**src/logic/root_event_defs.vh**
```
// Purpose: Offsets, field positions, reset values for root event logic
// Assumes: Dword-aligned configuration addresses, 12-bit byte address
// Notes:   Included by root_port_pme_gpe_logic.v
`ifndef ROOT_EVENT_DEFS_VH
`define ROOT_EVENT_DEFS_VH

// Register offsets
`define ROOT_CONTROL_OFS            12'h0bc
`define ROOT_EVENT_STATUS_OFS       12'h0c0
`define LEGACY_MSG_CONTROL_OFS      12'h0ec

// root_event_status fields
`define WAKE_ID_MSB                 15
`define WAKE_ID_LSB                 0
`define WAKE_STATUS_BIT             16
`define WAKE_WAITING_BIT            17

// root_control fields
`define ROOT_CTRL_WIDTH             4
`define ROOT_INT_ENABLE_BIT         3

// legacy_event_message_control fields
`define GENERAL_FWD_ENABLE_BIT      0
`define HOTPLUG_MSG_ENABLE_BIT      1
`define WAKE_MSG_ENABLE_BIT         2

// Reset values
`define ROOT_CONTROL_RST            4'h0
`define WAKE_ID_RST                 16'h0000
`define LEGACY_CTRL_RST             3'h0

// Waiting-event queue
`define WAIT_DEPTH                  4
`define WAIT_PTR_W                  2
`define WAIT_CNT_W                  3
`define WAIT_FULL_CNT               3'h4

`endif

```
**src/logic/root_port_pme_gpe_logic.v**
```verilog
// Purpose: Root-port wake event recording and legacy event messaging
// Assumes: Event inputs come from link logic on core_clk
// Notes:   Config port answers every access one cycle later
`timescale 1ns/1ps
`default_nettype none
`include "root_event_defs.vh"

// Functional notes
// - A wake event arriving with no status recorded sets bit 16 and captures its sender identifier.
// - Bits 15:0 are read-only and hold the identifier of the latest delivered wake event sender.
// - Up to 4 further wake events wait while status is set; software clears it by writing 1 to bit 16 only.
// - Read-only bit 17 is set while at least one further wake event waits behind a set status.
// - Clearing the status with an event waiting delivers it at once, setting status and its identifier.
// - Bit 17 drops as soon as no wake event remains queued.
// - With bit 2 set every delivered wake event yields an assert then a deassert message to the hub.
// - With bit 1 set a hot-plug event with no assert outstanding yields an assert, then a deassert once slot status drops.
// - With bit 0 set general assert and deassert messages from the port are forwarded to the hub.
// - With bit 0 clear general assert and deassert messages from the port are dropped.
// - With root control bit 3 set, every setting of the wake status raises an interrupt.
// - Setting root control bit 3 while wake status is already set also raises an interrupt.
module root_port_pme_gpe_logic (
    // Clock and reset
    input  wire        core_clk,
    input  wire        arst_n,
    // Configuration access
    input  wire        cfg_req,
    input  wire        cfg_we,
    input  wire [11:0] cfg_addr,
    input  wire [3:0]  cfg_be,
    input  wire [31:0] cfg_wdata,
    output reg  [31:0] cfg_rdata,
    output reg         cfg_ack,
    // Events from the expansion port
    input  wire        wake_event_in,
    input  wire [15:0] wake_sender_in,
    input  wire        hotplug_event_in,
    input  wire        hotplug_status_in,
    input  wire        general_assert_in,
    input  wire        general_deassert_in,
    // Messages to the hub link
    output reg         wake_assert_msg,
    output reg         wake_deassert_msg,
    output reg         hotplug_assert_msg,
    output reg         hotplug_deassert_msg,
    output reg         general_assert_msg,
    output reg         general_deassert_msg,
    // Interrupt request pulse
    output reg         root_irq
);

    // Dword match on a byte address
    function addr_hit;
        input [11:0] a;
        input [11:0] ofs;
        begin
            addr_hit = (a[11:2] == ofs[11:2]);
        end
    endfunction

    reg [`ROOT_CTRL_WIDTH-1:0] root_control_q;
    reg [2:0]                  legacy_ctrl_q;
    reg                        wake_event_status_q;
    reg [15:0]                 wake_sender_identifier_q;
    reg [15:0]                 wait_mem [0:`WAIT_DEPTH-1];
    reg [`WAIT_PTR_W-1:0]      wait_rd_q;
    reg [`WAIT_PTR_W-1:0]      wait_wr_q;
    reg [`WAIT_CNT_W-1:0]      wait_cnt_q;
    reg                        wake_need_q;
    reg                        wake_sent_q;
    reg                        hotplug_sent_q;
    reg [`WAIT_PTR_W-1:0]      wait_rd_d;
    reg [`WAIT_PTR_W-1:0]      wait_wr_d;
    reg [`WAIT_CNT_W-1:0]      wait_cnt_d;
    reg                        wake_event_status_d;
    reg [15:0]                 wake_sender_identifier_d;
    reg                        root_irq_d;
    reg                        wake_need_d;
    reg                        wake_sent_d;

    wire wr_status  = cfg_req & cfg_we & cfg_be[2] &
                      addr_hit(cfg_addr, `ROOT_EVENT_STATUS_OFS);
    wire wr_root_control    = cfg_req & cfg_we & cfg_be[0] &
                      addr_hit(cfg_addr, `ROOT_CONTROL_OFS);
    wire wr_legacy  = cfg_req & cfg_we & cfg_be[0] &
                      addr_hit(cfg_addr, `LEGACY_MSG_CONTROL_OFS);

    wire wake_message_enable          = legacy_ctrl_q[`WAKE_MSG_ENABLE_BIT];
    wire hotplug_message_enable       = legacy_ctrl_q[`HOTPLUG_MSG_ENABLE_BIT];
    wire general_event_forward_enable =
        legacy_ctrl_q[`GENERAL_FWD_ENABLE_BIT];
    wire root_int_enable = root_control_q[`ROOT_INT_ENABLE_BIT];

    wire status_clr   = wr_status & cfg_wdata[`WAKE_STATUS_BIT];
    wire status_held  = wake_event_status_q & ~status_clr;
    wire wait_nonzero = (wait_cnt_q != {`WAIT_CNT_W{1'b0}});
    wire wait_full    = (wait_cnt_q == `WAIT_FULL_CNT);

    // waiting event wins over a new arrival
    wire deliver_wait = ~status_held & wait_nonzero;
    // direct delivery when nothing is recorded
    wire deliver_new  = ~status_held & ~wait_nonzero & wake_event_in;
    wire deliver      = deliver_wait | deliver_new;
    // new event queued while status stays set
    // A fifth event while full is dropped, unless a slot frees now
    wire push         = wake_event_in & ~deliver_new &
                        (~wait_full | deliver_wait);
    wire pop          = deliver_wait;

    wire wake_event_waiting = wake_event_status_q & wait_nonzero;

    always @(posedge core_clk or negedge arst_n) begin
        if (!arst_n) begin
            root_control_q <= `ROOT_CONTROL_RST;
            legacy_ctrl_q  <= `LEGACY_CTRL_RST;
        end else begin
            if (wr_root_control)
                root_control_q <= cfg_wdata[`ROOT_CTRL_WIDTH-1:0];
            if (wr_legacy)
                legacy_ctrl_q <= cfg_wdata[2:0];
        end
    end

    // Waiting-event storage
    always @(posedge core_clk) begin
        if (push)
            wait_mem[wait_wr_q] <= wake_sender_in;
    end

    // Queue pointers and fill count, next values
    always @* begin
        wait_rd_d  = wait_rd_q;
        wait_wr_d  = wait_wr_q;
        wait_cnt_d = wait_cnt_q;
        if (push)
            wait_wr_d = wait_wr_q + 1'b1;
        if (pop)
            wait_rd_d = wait_rd_q + 1'b1;
        if (push & ~pop)
            wait_cnt_d = wait_cnt_q + 1'b1;
        else if (pop & ~push)
            wait_cnt_d = wait_cnt_q - 1'b1;
    end

    always @(posedge core_clk or negedge arst_n) begin
        if (!arst_n) begin
            wait_rd_q  <= {`WAIT_PTR_W{1'b0}};
            wait_wr_q  <= {`WAIT_PTR_W{1'b0}};
            wait_cnt_q <= {`WAIT_CNT_W{1'b0}};
        end else begin
            wait_rd_q  <= wait_rd_d;
            wait_wr_q  <= wait_wr_d;
            wait_cnt_q <= wait_cnt_d;
        end
    end

    // Status and identifier, next values
    always @* begin
        // set wins over a same-cycle clear
        wake_event_status_d      = status_held | deliver;
        wake_sender_identifier_d = wake_sender_identifier_q;
        if (deliver_wait)
            wake_sender_identifier_d = wait_mem[wait_rd_q];
        else if (deliver_new)
            wake_sender_identifier_d = wake_sender_in;
    end

    always @(posedge core_clk or negedge arst_n) begin
        if (!arst_n) begin
            wake_event_status_q      <= 1'b0;
            wake_sender_identifier_q <= `WAKE_ID_RST;
        end else begin
            wake_event_status_q      <= wake_event_status_d;
            wake_sender_identifier_q <= wake_sender_identifier_d;
        end
    end

    // Interrupt pulse
    wire root_control_rise = wr_root_control & cfg_wdata[`ROOT_INT_ENABLE_BIT] &
                     ~root_int_enable;

    always @* begin
        root_irq_d = deliver & root_int_enable;
        // enable rising over a status set now or before
        if (root_control_rise & wake_event_status_d)
            root_irq_d = 1'b1;
    end

    always @(posedge core_clk or negedge arst_n) begin
        if (!arst_n) begin
            root_irq <= 1'b0;
        end else begin
            root_irq <= root_irq_d;
        end
    end

    // Wake messages: assert once per delivery, deassert after clear
    wire send_wake_assert   = wake_need_q & ~wake_sent_q;
    wire send_wake_deassert = wake_sent_q &
                              (status_clr | ~wake_event_status_q);

    // Deassert still goes out if the enable drops after its assert
    always @* begin
        wake_need_d = wake_need_q;
        wake_sent_d = wake_sent_q;
        if (deliver & wake_message_enable)
            wake_need_d = 1'b1;
        else if (send_wake_assert)
            wake_need_d = 1'b0;
        // deassert pairs with a sent assert
        if (send_wake_assert)
            wake_sent_d = 1'b1;
        else if (send_wake_deassert)
            wake_sent_d = 1'b0;
    end

    always @(posedge core_clk or negedge arst_n) begin
        if (!arst_n) begin
            wake_need_q       <= 1'b0;
            wake_sent_q       <= 1'b0;
            wake_assert_msg   <= 1'b0;
            wake_deassert_msg <= 1'b0;
        end else begin
            wake_need_q       <= wake_need_d;
            wake_sent_q       <= wake_sent_d;
            wake_assert_msg   <= send_wake_assert;
            wake_deassert_msg <= send_wake_deassert;
        end
    end

    // Hot-plug assert on an event, deassert once the slot status level drops
    wire send_hp_assert   = hotplug_event_in & hotplug_message_enable &
                            ~hotplug_sent_q;
    wire send_hp_deassert = hotplug_sent_q & ~hotplug_status_in;

    always @(posedge core_clk or negedge arst_n) begin
        if (!arst_n) begin
            hotplug_sent_q       <= 1'b0;
            hotplug_assert_msg   <= 1'b0;
            hotplug_deassert_msg <= 1'b0;
        end else begin
            if (send_hp_assert)
                hotplug_sent_q <= 1'b1;
            else if (send_hp_deassert)
                hotplug_sent_q <= 1'b0;
            hotplug_assert_msg   <= send_hp_assert;
            hotplug_deassert_msg <= send_hp_deassert;
        end
    end

    always @(posedge core_clk or negedge arst_n) begin
        if (!arst_n) begin
            general_assert_msg   <= 1'b0;
            general_deassert_msg <= 1'b0;
        end else begin
            general_assert_msg   <= general_assert_in &
                                    general_event_forward_enable;
            general_deassert_msg <= general_deassert_in &
                                    general_event_forward_enable;
        end
    end

    // Read path
    // Reserved bits and unmapped offsets read as zero
    reg [31:0] rd_mux;
    always @* begin
        rd_mux = 32'h0000_0000;
        if (addr_hit(cfg_addr, `ROOT_CONTROL_OFS))
            rd_mux[`ROOT_CTRL_WIDTH-1:0] = root_control_q;
        else if (addr_hit(cfg_addr, `ROOT_EVENT_STATUS_OFS)) begin
            rd_mux[`WAKE_ID_MSB:`WAKE_ID_LSB] = wake_sender_identifier_q;
            rd_mux[`WAKE_STATUS_BIT]          = wake_event_status_q;
            rd_mux[`WAKE_WAITING_BIT]         = wake_event_waiting;
        end else if (addr_hit(cfg_addr, `LEGACY_MSG_CONTROL_OFS))
            rd_mux[2:0] = legacy_ctrl_q;
    end

    always @(posedge core_clk or negedge arst_n) begin
        if (!arst_n) begin
            cfg_rdata <= 32'h0000_0000;
            cfg_ack   <= 1'b0;
        end else begin
            cfg_ack <= cfg_req;
            if (cfg_req & ~cfg_we)
                cfg_rdata <= rd_mux;
            else
                cfg_rdata <= 32'h0000_0000;
        end
    end

endmodule
`default_nettype wire

```
**config.mk**
```make
export PLATFORM = sky130hd
export DESIGN_NAME = root_port_pme_gpe_logic
export DESIGN_NICKNAME = d
export VERILOG_FILES = /design/src/logic/root_port_pme_gpe_logic.v
export VERILOG_INCLUDE_DIRS = /design/src /design/src/logic
export SDC_FILE = /design/constraint.sdc
export NUM_CORES = 1
export LEC_CHECK = 0
export BUFFER_PORTS_ARGS = -buffer_cell sky130_fd_sc_hd__buf_2
export CAP_MARGIN = 0
export CELL_PAD_IN_SITES_DETAIL_PLACEMENT = 1
export CELL_PAD_IN_SITES_GLOBAL_PLACEMENT = 2
export CORE_MARGIN = 10
export CORE_UTILIZATION = 38
export CTS_CLUSTER_DIAMETER = 30
export DETAILED_ROUTE_END_ITERATION = 8
export PLACE_DENSITY = 0.85
export SETUP_SLACK_MARGIN = 0.05
export SLEW_MARGIN = 40
export SYNTH_ARGS = -nofsm -noshare
export SYNTH_HDL_FRONTEND = slang
export SYNTH_SLANG_ARGS = --single-unit
export TNS_END_PERCENT = 30
```
**constraint.sdc**
```tcl
create_clock -name core_clk -period 3.05 [get_ports core_clk]
set_input_delay 0.4575 -clock core_clk [delete_from_list [all_inputs] [get_ports core_clk]]
set_output_delay 0.4575 -clock core_clk [all_outputs]
set_load 0.05 [all_outputs]
```
==> results of run 1 <==
[kinds of logic (layout without fill, tap and decap cells)]
logic type | after synthesis | after routing | share of synthesized area, %
mux | 26 | 26 | 9.38
flops | 124 | 124 | 64.7
xor+xnor | 5 | 5 | 0.827
simple gates | 65 | 65 | 8.82
other cells | 1 | 15 | 0.0708
compound gates | 56 | 56 | 9.71
fa+ha+maj | 6 | 6 | 1.56
buf+inv | 39 | 118 | 4.96
[worst max-delay path: stages (launching register included)]
cell and delay (ns):
dfrtp_1 0.54, or3_4 0.47, mux2i_1 0.17, nor2_1 0.09
ha_1 0.22, inv_1 0.08, fa_1 0.41, mux2_2 0.27
[registers in the layout, summed over array words and instances, names as in the netlist]
register	flops
wake_deassert_msg	1
general_deassert_msg	1
wait_cnt_q	3
root_irq	1
wake_sent_q	1
wait_rd_q	2
hotplug_deassert_msg	1
hotplug_assert_msg	1
wait_mem	64
hotplug_sent_q	1
legacy_ctrl_q	3
wake_sender_identifier_q	16
cfg_ack	1
general_assert_msg	1
wake_need_q	1
wake_event_status_q	1
root_control_q	4
wake_assert_msg	1
wait_wr_q	2
cfg_rdata	18
[layer usage]
metal  global-route usage, %  part of all wire [%]  up-vias
li1                        -                     -     1398
met1                    16.0                    44     1619
met2                    19.9                    48      100
met3                    5.03                   6.4       17
met4                    4.61                   1.3        4
met5                       0                  0.19        -
[cells in the mapped netlist (2+ instances only)]
cell type and number:
edfxtp_1 64, dfrtp_1 60, buf_4 16, o22ai_1 16, and3_1 13, a2bb2oi_2 10
mux4_2 9, inv_1 8, mux2_2 8, nor2_1 8, a2bb2oi_1 7, mux4_1 7
clkbuf_1 6, and2_1 5, ha_1 5, nand3_1 5, nor3_1 5, a22o_1 4
a32o_1 4, buf_2 4, clkbuf_8 4, nand2_1 4, nor2b_1 4, xor2_1 4
a21oi_1 2, and4_1 2, mux2i_1 2, nand3b_1 2, nor3_2 2
[final timing paths]
check	to	slack (ns)	start
worst max-delay path	wait_cnt_q[1]$_DFFE_PN0P_	0.68	wait_cnt_q[2]$_DFFE_PN0P_
worst min-delay path	wait_rd_q[0]$_DFFE_PN0N_	0.06	arst_n
worst max register to register	wait_cnt_q[1]$_DFFE_PN0P_	0.68	wait_cnt_q[2]$_DFFE_PN0P_
worst min register to register	hotplug_assert_msg$_DFF_PN0_	0.46	hotplug_sent_q$_DFFE_PN0P_
max in group asynchronous	cfg_rdata[9]$_DFF_PN0_	2.31	arst_n
min in group core_clk	cfg_ack$_DFF_PN0_	0.20	cfg_req
[layout make-up]
| cell class | instances | area (µm²) | share of cell area (%) |
|---|---|---|---|
| Tap cell | 180 | 225 | 3.55 |
| Sequential cell | 124 | 3420 | 54.0 |
| Inverter | 8 | 30.0 | 0.474 |
| Clock buffer | 17 | 425 | 6.71 |
| Multi-Input combinational cell | 172 | 1680 | 26.5 |
| Antenna cell | 1 | 2.50 | 0.0395 |
| Timing Repair Buffer | 78 | 418 | 6.59 |
| Clock inverter | 15 | 136 | 2.15 |
[cell usage in the layout (no fill, tap or decap), types with 5 or more instances in the layout]
master,synthesis,routed
a2bb2oi_1,7,7
nor2_1,8,8
mux4_1,7,7
inv_6,0,6
dfrtp_1,60,60
o22ai_1,16,16
and2_1,5,5
and3_1,13,13
conb_1,1,14
nor3_2,2,6
a2bb2oi_2,10,10
nand3_1,5,5
clkbuf_16,0,17
mux2_2,8,8
buf_2,4,67
inv_1,8,8
buf_4,16,11
mux4_2,9,9
edfxtp_1,64,64
ha_1,5,5
[power groups by stage]
stage,Combinational [mW],Sequential [mW],Clock [mW]
after global placement,0.740,2.16,0
after floorplan,0.596,2.10,0
final,0.781,2.15,1.89
after detailed placement,0.780,2.18,0
after CTS,0.793,2.15,1.93
after global routing,0.865,2.18,2.03
[metrics by stage]
step | instance area, µm² | util [%]
after global routing | 6330 | 46.0
after floorplan | 5340 | -
after global placement | 5770 | 41.9
final | 6340 | 46.0
after detailed placement | 5770 | 41.9
after CTS | 6330 | 46.0
==> impl_metrics.json, run 1 <==
{
  "status": "complete, no violations",
  "slew_violations": 0,
  "relSlewSlack_pct": 49.3,
  "clock_latency_ns": 0.42,
  "finalPower_mw": 4.83,
  "required_ns": 3.35,
  "clkPwrFrac_pct": 39.2,
  "fin_nets": 480,
  "clk_path_buf_depth": 2,
  "avgRoutedWirePerCell_um": 20.0,
  "syn_area_per_cell_um2": 16.4,
  "hold_viol_final": 0,
  "syn_to_final_growth_pct": 19.7,
  "syn_area_um2": 5290,
  "critPathCaptureType": "register",
  "fin_ws_ns": 0.680,
  "ys_ff_latch": 124,
  "die_w_um": 138,
  "synth_top_area_share_pct": 36.3,
  "synthArstFlopShare_pct": 48.4,
  "grt_pass1_wl_um": 19500,
  "fmax_mhz": 422,
  "vias_per_cell": 5.27,
  "drtIter0Drc": 245,
  "setup_viol": 0,
  "gp_congestion": 0.791,
  "synth.largest_area_cell": "edfxtp_1",
  "netlist_instances": 322,
  "skew_ns": 0.00719,
  "cts_root_buffer": "clkbuf_16",
  "pre_cts_slack_ns": 0.359,
  "ys_seq_area_share_pct": 64.7,
  "p_per_area_nw_per_um2": 762,
  "boundaryPins": 113,
  "cts_tree": "done",
  "critPathLaunchType": "register",
  "initial_core_util_pct": 38.4,
  "hpwl_um": 8150,
  "dr.pass1.iters": 4,
  "synth.distinct_cells": 61,
  "path_class": "reg -> reg",
  "path_clk_slew_ns": 0.06,
  "synth_warnings": 0,
  "tns_ns": 0,
  "ff2ff_path_depth": 7,
  "nFillCells": 1383,
  "dr_total_vias": 3138,
  "drive_gt1_share_pct": 37.4,
  "dpl.cell_count": 562,
  "comb_power_share_pct": 16.2,
  "finalCriticalPeriod_ns": 2.37,
  "synth-edff-count": 64,
  "portBuffers": 67,
  "post_cts_buffers": 0,
  "ir_drop_uv": 429,
  "seqPwrFrac_pct": 44.6,
  "worst_pin_slew_ns": 0.760,
  "wl_um": 11900,
  "antenna_left": 0,
  "fin_crit_sh_pct": 77.7,
  "synth_area_leaders": "edfxtp_1 36%, dfrtp_1 28%, mux4_2 3.8%",
  "holdBufCountCts": 0,
  "ys.flop_type": "edfxtp_1",
  "grt_max_degree": 28,
  "stdcell_count": 595,
  "arrival_ns": 2.67,
  "grt_usage_pct": 12.9,
  "cts_buffers": 17,
  "min_path_type": "in -> async",
  "core_area_um2": 13800,
  "ctsResizeCount": 0,
  "whs_ns": 0.0551,
  "intPower_mw": 3.44,
  "switching_share_pct": 28.7,
  "overflow": 0,
  "max_cap_violations": 0,
  "grt_pass1_vias": 3409,
  "critical_path.max_fanout": 14,
  "grt_setup_unrepaired": "no",
  "p_leak_nw": 2.71,
  "htreeDepth": 4,
  "clock_sinks": 124,
  "num_rows": 43,
  "drc": 0,
  "power.switching_mw": 1.38,
  "die_y_um": 138,
  "die-area_um2": 19100,
  "antenna_found_initial": 3
}
Power figures use the tool's default switching activity.
==> inputs of run 2 (changes only) <==
==> constraint.sdc (replaced) <==
create_clock -name core_clk -period 2.4 [get_ports core_clk]
set_input_delay 0.36 -clock core_clk [delete_from_list [all_inputs] [get_ports core_clk]]
set_output_delay 0.36 -clock core_clk [all_outputs]
set_load 0.05 [all_outputs]
==> run 2 against run 1 <==
Compared with the run above: routed wire length increased by 2.9%; sequential power rose by 24%; combinational power rose by 51%; global-route usage grew 0.15 points; clock power up 30%; clock skew is 0.0016 ns higher; clock-buffer cell count stayed put; sequential share of layout area shrank 0.92 points; register-to-register slack got worse by 0.52 ns; cell count is 2.0% higher; setup slack got worse by 0.52 ns; first-iteration DRC count shrank 26%; critical path type unchanged.
==> impl_metrics.json, run 2 (synthesis gave the netlist of run 1 again) <==
{
  "mostFrequentLayoutCell": "buf_2",
  "fmax_mhz": 447,
  "pre_cts_slack_ns": -0.00408,
  "critical_path.max_fanout": 4,
  "hpwl_um": 8280,
  "htreeDepth": 4,
  "largestRegisters": "wait_mem: 64 flops, cfg_rdata: 18 flops, wake_sender_identifier_q: 16 flops",
  "avgRoutedWirePerCell_um": 20.2,
  "clock_sinks": 124,
  "status": "complete, no violations",
  "max_cap_violations": 0,
  "drc": 0,
  "skew_ns": 0.00878,
  "initial_core_util_pct": 38.4,
  "largest_reg_flops": 64,
  "drtIter0Drc": 181,
  "whs_ns": 0.0789,
  "dr_total_vias": 3163,
  "fin_ws_ns": 0.162,
  "wl_um": 12300,
  "fin_area_um2": 6450,
  "arrival_ns": 2.53,
  "fin_crit_sh_pct": 93.2,
  "overflow": 0,
  "grt_pass1_vias": 3480,
  "gp_congestion": 0.842,
  "reg2reg_to": "wait_cnt_q[1]$_DFFE_PN0P_",
  "grt_usage_pct": 13.0,
  "antenna_left": 0,
  "vias_per_cell": 5.21,
  "grt_setup_unrepaired": "no",
  "setup_viol": 0,
  "cts_root_buffer": "clkbuf_16",
  "hold_viol_final": 0,
  "path_clk_slew_ns": 0.06,
  "worstReg2RegStart": "wait_cnt_q[2]$_DFFE_PN0P_",
  "cts_buffers": 17,
  "critPathCaptureType": "register",
  "final_core_util_pct": 46.8,
  "path_class": "reg -> reg",
  "syn_to_final_growth_pct": 21.8,
  "boundaryPins": 113,
  "drive_gt1_share_pct": 39.2,
  "grt_max_degree": 61,
  "cts_tree": "done",
  "critPathLaunchType": "register",
  "grt_pass1_wl_um": 19700,
  "dr.pass1.iters": 4,
  "fin_nets": 492,
  "ff2ff_path_depth": 7,
  "r2r_slack_ns": 0.16,
  "p_leak_nw": 2.77,
  "worst_pin_slew_ns": 0.729,
  "finalPower_mw": 6.31,
  "clk_path_buf_depth": 2,
  "die_y_um": 138,
  "p_per_area_nw_per_um2": 978,
  "ir_drop_uv": 667,
  "antenna_found_initial": 3,
  "tns_ns": 0,
  "core_area_um2": 13800,
  "die-area_um2": 19100,
  "required_ns": 2.70,
  "dpl.cell_count": 574,
  "num_rows": 43,
  "nFillCells": 1381,
  "die_w_um": 138,
  "finalCriticalPeriod_ns": 2.24,
  "slew_violations": 0,
  "holdBufCountCts": 0,
  "stdcell_count": 607,
  "regMostFlops": "wait_mem",
  "final_cell_mix": "67 x buf_2, 64 x edfxtp_1, 60 x dfrtp_1",
  "portBuffers": 67,
  "min_path_type": "in -> async",
  "placed_cell_area_um2": 5860,
  "clock_latency_ns": 0.42,
  "relSlewSlack_pct": 51.4
}
-- run 2: changes by cell type in the layout (fill, tap and decap cells not counted), sizes merged --
| cell | previous run | this run |
|---|---|---|
| buf | 78 | 90 |
| inv | 15 | 9 |
| clkinv | 4 | 8 |
| bufinv | 1 | 2 |
| clkinvlp | 3 | 4 |
-- run 2: report_power, final --
group / internal, mW / switching, mW
Clock: 1.52 / 0.942
Sequential: 2.55 / 0.115
Combinational: 0.451 / 0.733
Total: 4.52 / 1.79
-- run 2: repair_timing --
action                                 4_1_cts  5_1_grt
setup buffers                                0        0
endpoints found under the hold margin        0        0
setup endpoints to repair                    1        0
resized for setup                            1        0
-- run 2: layout make-up --
type,instances,area [µm²],share of cell area (%)
clock buffer,17,425,6.60
antenna,1,2.50,0.0388
inverter,8,30.0,0.466
clock inverter,15,149,2.31
multi-input combinational,172,1680,26.1
sequential,124,3420,53.1
timing repair buffer,90,508,7.88
tap,180,225,3.49
-- run 2: worst max path at each step --
| stage | from | cells after the start | to |
|---|---|---|---|
| final | wait_cnt_q[2]$_DFFE_PN0P_ | 7 | wait_cnt_q[1]$_DFFE_PN0P_ |
| after global routing | wait_cnt_q[2]$_DFFE_PN0P_ | 7 | wait_cnt_q[1]$_DFFE_PN0P_ |
| after CTS | wait_cnt_q[2]$_DFFE_PN0P_ | 7 | wait_cnt_q[1]$_DFFE_PN0P_ |
| after detailed placement | cfg_addr[11] | 9 | wait_cnt_q[1]$_DFFE_PN0P_ |
| after global placement | cfg_addr[11] | 9 | wait_cnt_q[1]$_DFFE_PN0P_ |
| after floorplan | cfg_addr[11] | 4 | wait_mem[0][0]$_DFFE_PP_ |
-- run 2: critical path: stages, from the launching register on --
cell and delay, ns:
dfrtp_1 0.39, or3_4 0.42, mux2i_1 0.22, nor2_1 0.11
ha_1 0.24, inv_1 0.08, fa_1 0.41, mux2_2 0.26
-- run 2: routing by layer --
metal	share of wire [%]	wire length, µm	track usage, %
met2	49	6020	20.9
met5	0.14	17	0
met4	1.9	239	5.55
met3	7.2	878	5.21
met1	42	5110	15.1
==> inputs of run 3 (changes only) <==
--- a/config.mk
+++ b/config.mk
@@ -14,6 +14,7 @@
 export CORE_UTILIZATION = 38
 export CTS_CLUSTER_DIAMETER = 30
 export DETAILED_ROUTE_END_ITERATION = 8
+export MAX_ROUTING_LAYER = met4
 export PLACE_DENSITY = 0.85
 export SETUP_SLACK_MARGIN = 0.05
 export SLEW_MARGIN = 40
==> run 3 against run 2 <==
Compared with the run above: sequential cell count unchanged; total power barely moved; hold slack lost 0.0011 ns; routed wire length rose by 0.26%; setup slack improved by 0.0050 ns; clock skew is essentially flat; first-iteration DRC count increased by 22%; design area barely moved; sequential power is essentially flat; combinational power about the same; highest routed layer is now met4.
==> impl_metrics.json, run 3 (synthesis gave the netlist of run 1 again) <==
{
  "drive_gt1_share_pct": 39.2,
  "fin_crit_sh_pct": 93.0,
  "wl_um": 12300,
  "portBuffers": 67,
  "crit_slowest_cell": "or3_4",
  "critPathLaunchType": "register",
  "required_ns": 2.70,
  "slew_violations": 0,
  "path_class": "reg -> reg",
  "skew_ns": 0.00875,
  "grt_setup_unrepaired": "no",
  "antenna_found_initial": 3,
  "p_per_area_nw_per_um2": 978,
  "antenna_left": 0,
  "largest_reg_flops": 64,
  "clk_path_buf_depth": 2,
  "fin_nets": 492,
  "boundaryPins": 113,
  "initial_core_util_pct": 38.4,
  "whs_ns": 0.0778,
  "relSlewSlack_pct": 51.0,
  "critPathCaptureType": "register",
  "largestRegisters": "wait_mem: 64 flops, cfg_rdata: 18 flops, wake_sender_identifier_q: 16 flops",
  "htreeDepth": 4,
  "setup_viol": 0,
  "grt_usage_pct": 13.4,
  "post_cts_buffers": 0,
  "hold_viol_final": 0,
  "grt_pass1_wl_um": 19700,
  "core_area_um2": 13800,
  "vias_per_cell": 5.18,
  "path_buf_inv": 1,
  "num_rows": 43,
  "startpoint": "wait_cnt_q[2]$_DFFE_PN0P_",
  "die_y_um": 138,
  "finalCriticalPeriod_ns": 2.23,
  "ir_drop_uv": 667,
  "drc": 0,
  "syn_to_final_growth_pct": 21.9,
  "slowest_delay_ns": 0.42,
  "reg2reg_to": "wait_cnt_q[1]$_DFFE_PN0P_",
  "drtIter0Drc": 220,
  "clock_sinks": 124,
  "ff2ff_path_depth": 7,
  "regMostFlops": "wait_mem",
  "die-area_um2": 19100,
  "arrival_ns": 2.53,
  "crit_family": "adder cells",
  "dr.pass1.iters": 4,
  "overflow": 0,
  "grt_max_degree": 61,
  "fmax_mhz": 448,
  "die_w_um": 138,
  "hpwl_um": 8280,
  "path_cells": "or3_4 > mux2i_1 > nor2_1 > ha_1 > inv_1 > fa_1 > mux2_2",
  "cts_buffers": 17,
  "worst_pin_slew_ns": 0.736,
  "status": "complete, no violations",
  "r2r_slack_ns": 0.17,
  "path_clk_slew_ns": 0.06,
  "clock_latency_ns": 0.42,
  "critical_path.max_fanout": 4,
  "worstReg2RegStart": "wait_cnt_q[2]$_DFFE_PN0P_",
  "max_cap_violations": 0,
  "mostFrequentLayoutCell": "buf_2",
  "cts_root_buffer": "clkbuf_16",
  "grt_pass1_vias": 3467,
  "final_cell_mix": "67 x buf_2, 64 x edfxtp_1, 60 x dfrtp_1",
  "final_core_util_pct": 46.8,
  "avgRoutedWirePerCell_um": 20.2,
  "p_leak_nw": 2.77,
  "min_path_type": "in -> async",
  "dr_total_vias": 3152,
  "cts_tree": "done",
  "gp_congestion": 0.855
}
run 3: cell types whose count changed in the layout (fill, tap and decap cells not counted):
cell / delta
diode_2: +2
run 3: area by class of cell:
| type | count | area, µm² |
|---|---|---|
| fillers | 1384 | 7320 |
| flip-flops and latches | 124 | 3420 |
| multi-input cells | 172 | 1680 |
| repair buffers | 90 | 508 |
| clock buffers | 17 | 425 |
| well taps | 180 | 225 |
| clock inverters | 15 | 149 |
| inverters | 8 | 30.0 |
| diodes | 3 | 7.51 |
run 3: what timing repair did:
item,CTS,global route
gates resized for setup,1,0
hold buffers,0,0
endpoints found under the setup margin,1,0
run 3: report_power, final:
group / switching, mW / internal, mW
combinational: 0.733 / 0.451
clock: 0.941 / 1.52
sequential: 0.116 / 2.55
total: 1.79 / 4.52
run 3: metal layers:
metal	vias up	routed length (µm)	GRT usage (%)
met4	0	199	5.55
met3	15	926	4.86
met2	125	6040	20.9
met1	1594	5130	15.4
li1	1418	-	-
met5	-	0	-
run 3: worst max path at each step:
stage | cells after the start | slack, ns | end
final | 7 | 0.17 | wait_cnt_q[1]$_DFFE_PN0P_
after global routing | 7 | 0.06 | wait_cnt_q[1]$_DFFE_PN0P_
after CTS | 7 | 0.15 | wait_cnt_q[1]$_DFFE_PN0P_
after detailed placement | 9 | -0.004 | wait_cnt_q[1]$_DFFE_PN0P_
after global placement | 9 | -0.00008 | wait_cnt_q[1]$_DFFE_PN0P_
after floorplan | 4 | -0.32 | wait_mem[0][0]$_DFFE_PP_
run 3: through the flow:
step                total power [mW]  setup WS (ns)     TNS, ns  instance area (µm²)  cells
finish                          6.31          0.167           0                 6450    609
global route                    6.61         0.0619           0                 6450    609
CTS                             6.38          0.148           0                 6440    606
detailed placement              3.86       -0.00408    -0.00408                 5860    574
global placement                3.77     -0.0000753  -0.0000753                 5860    574
floorplan                       3.43         -0.323      -20.66                 5340    335
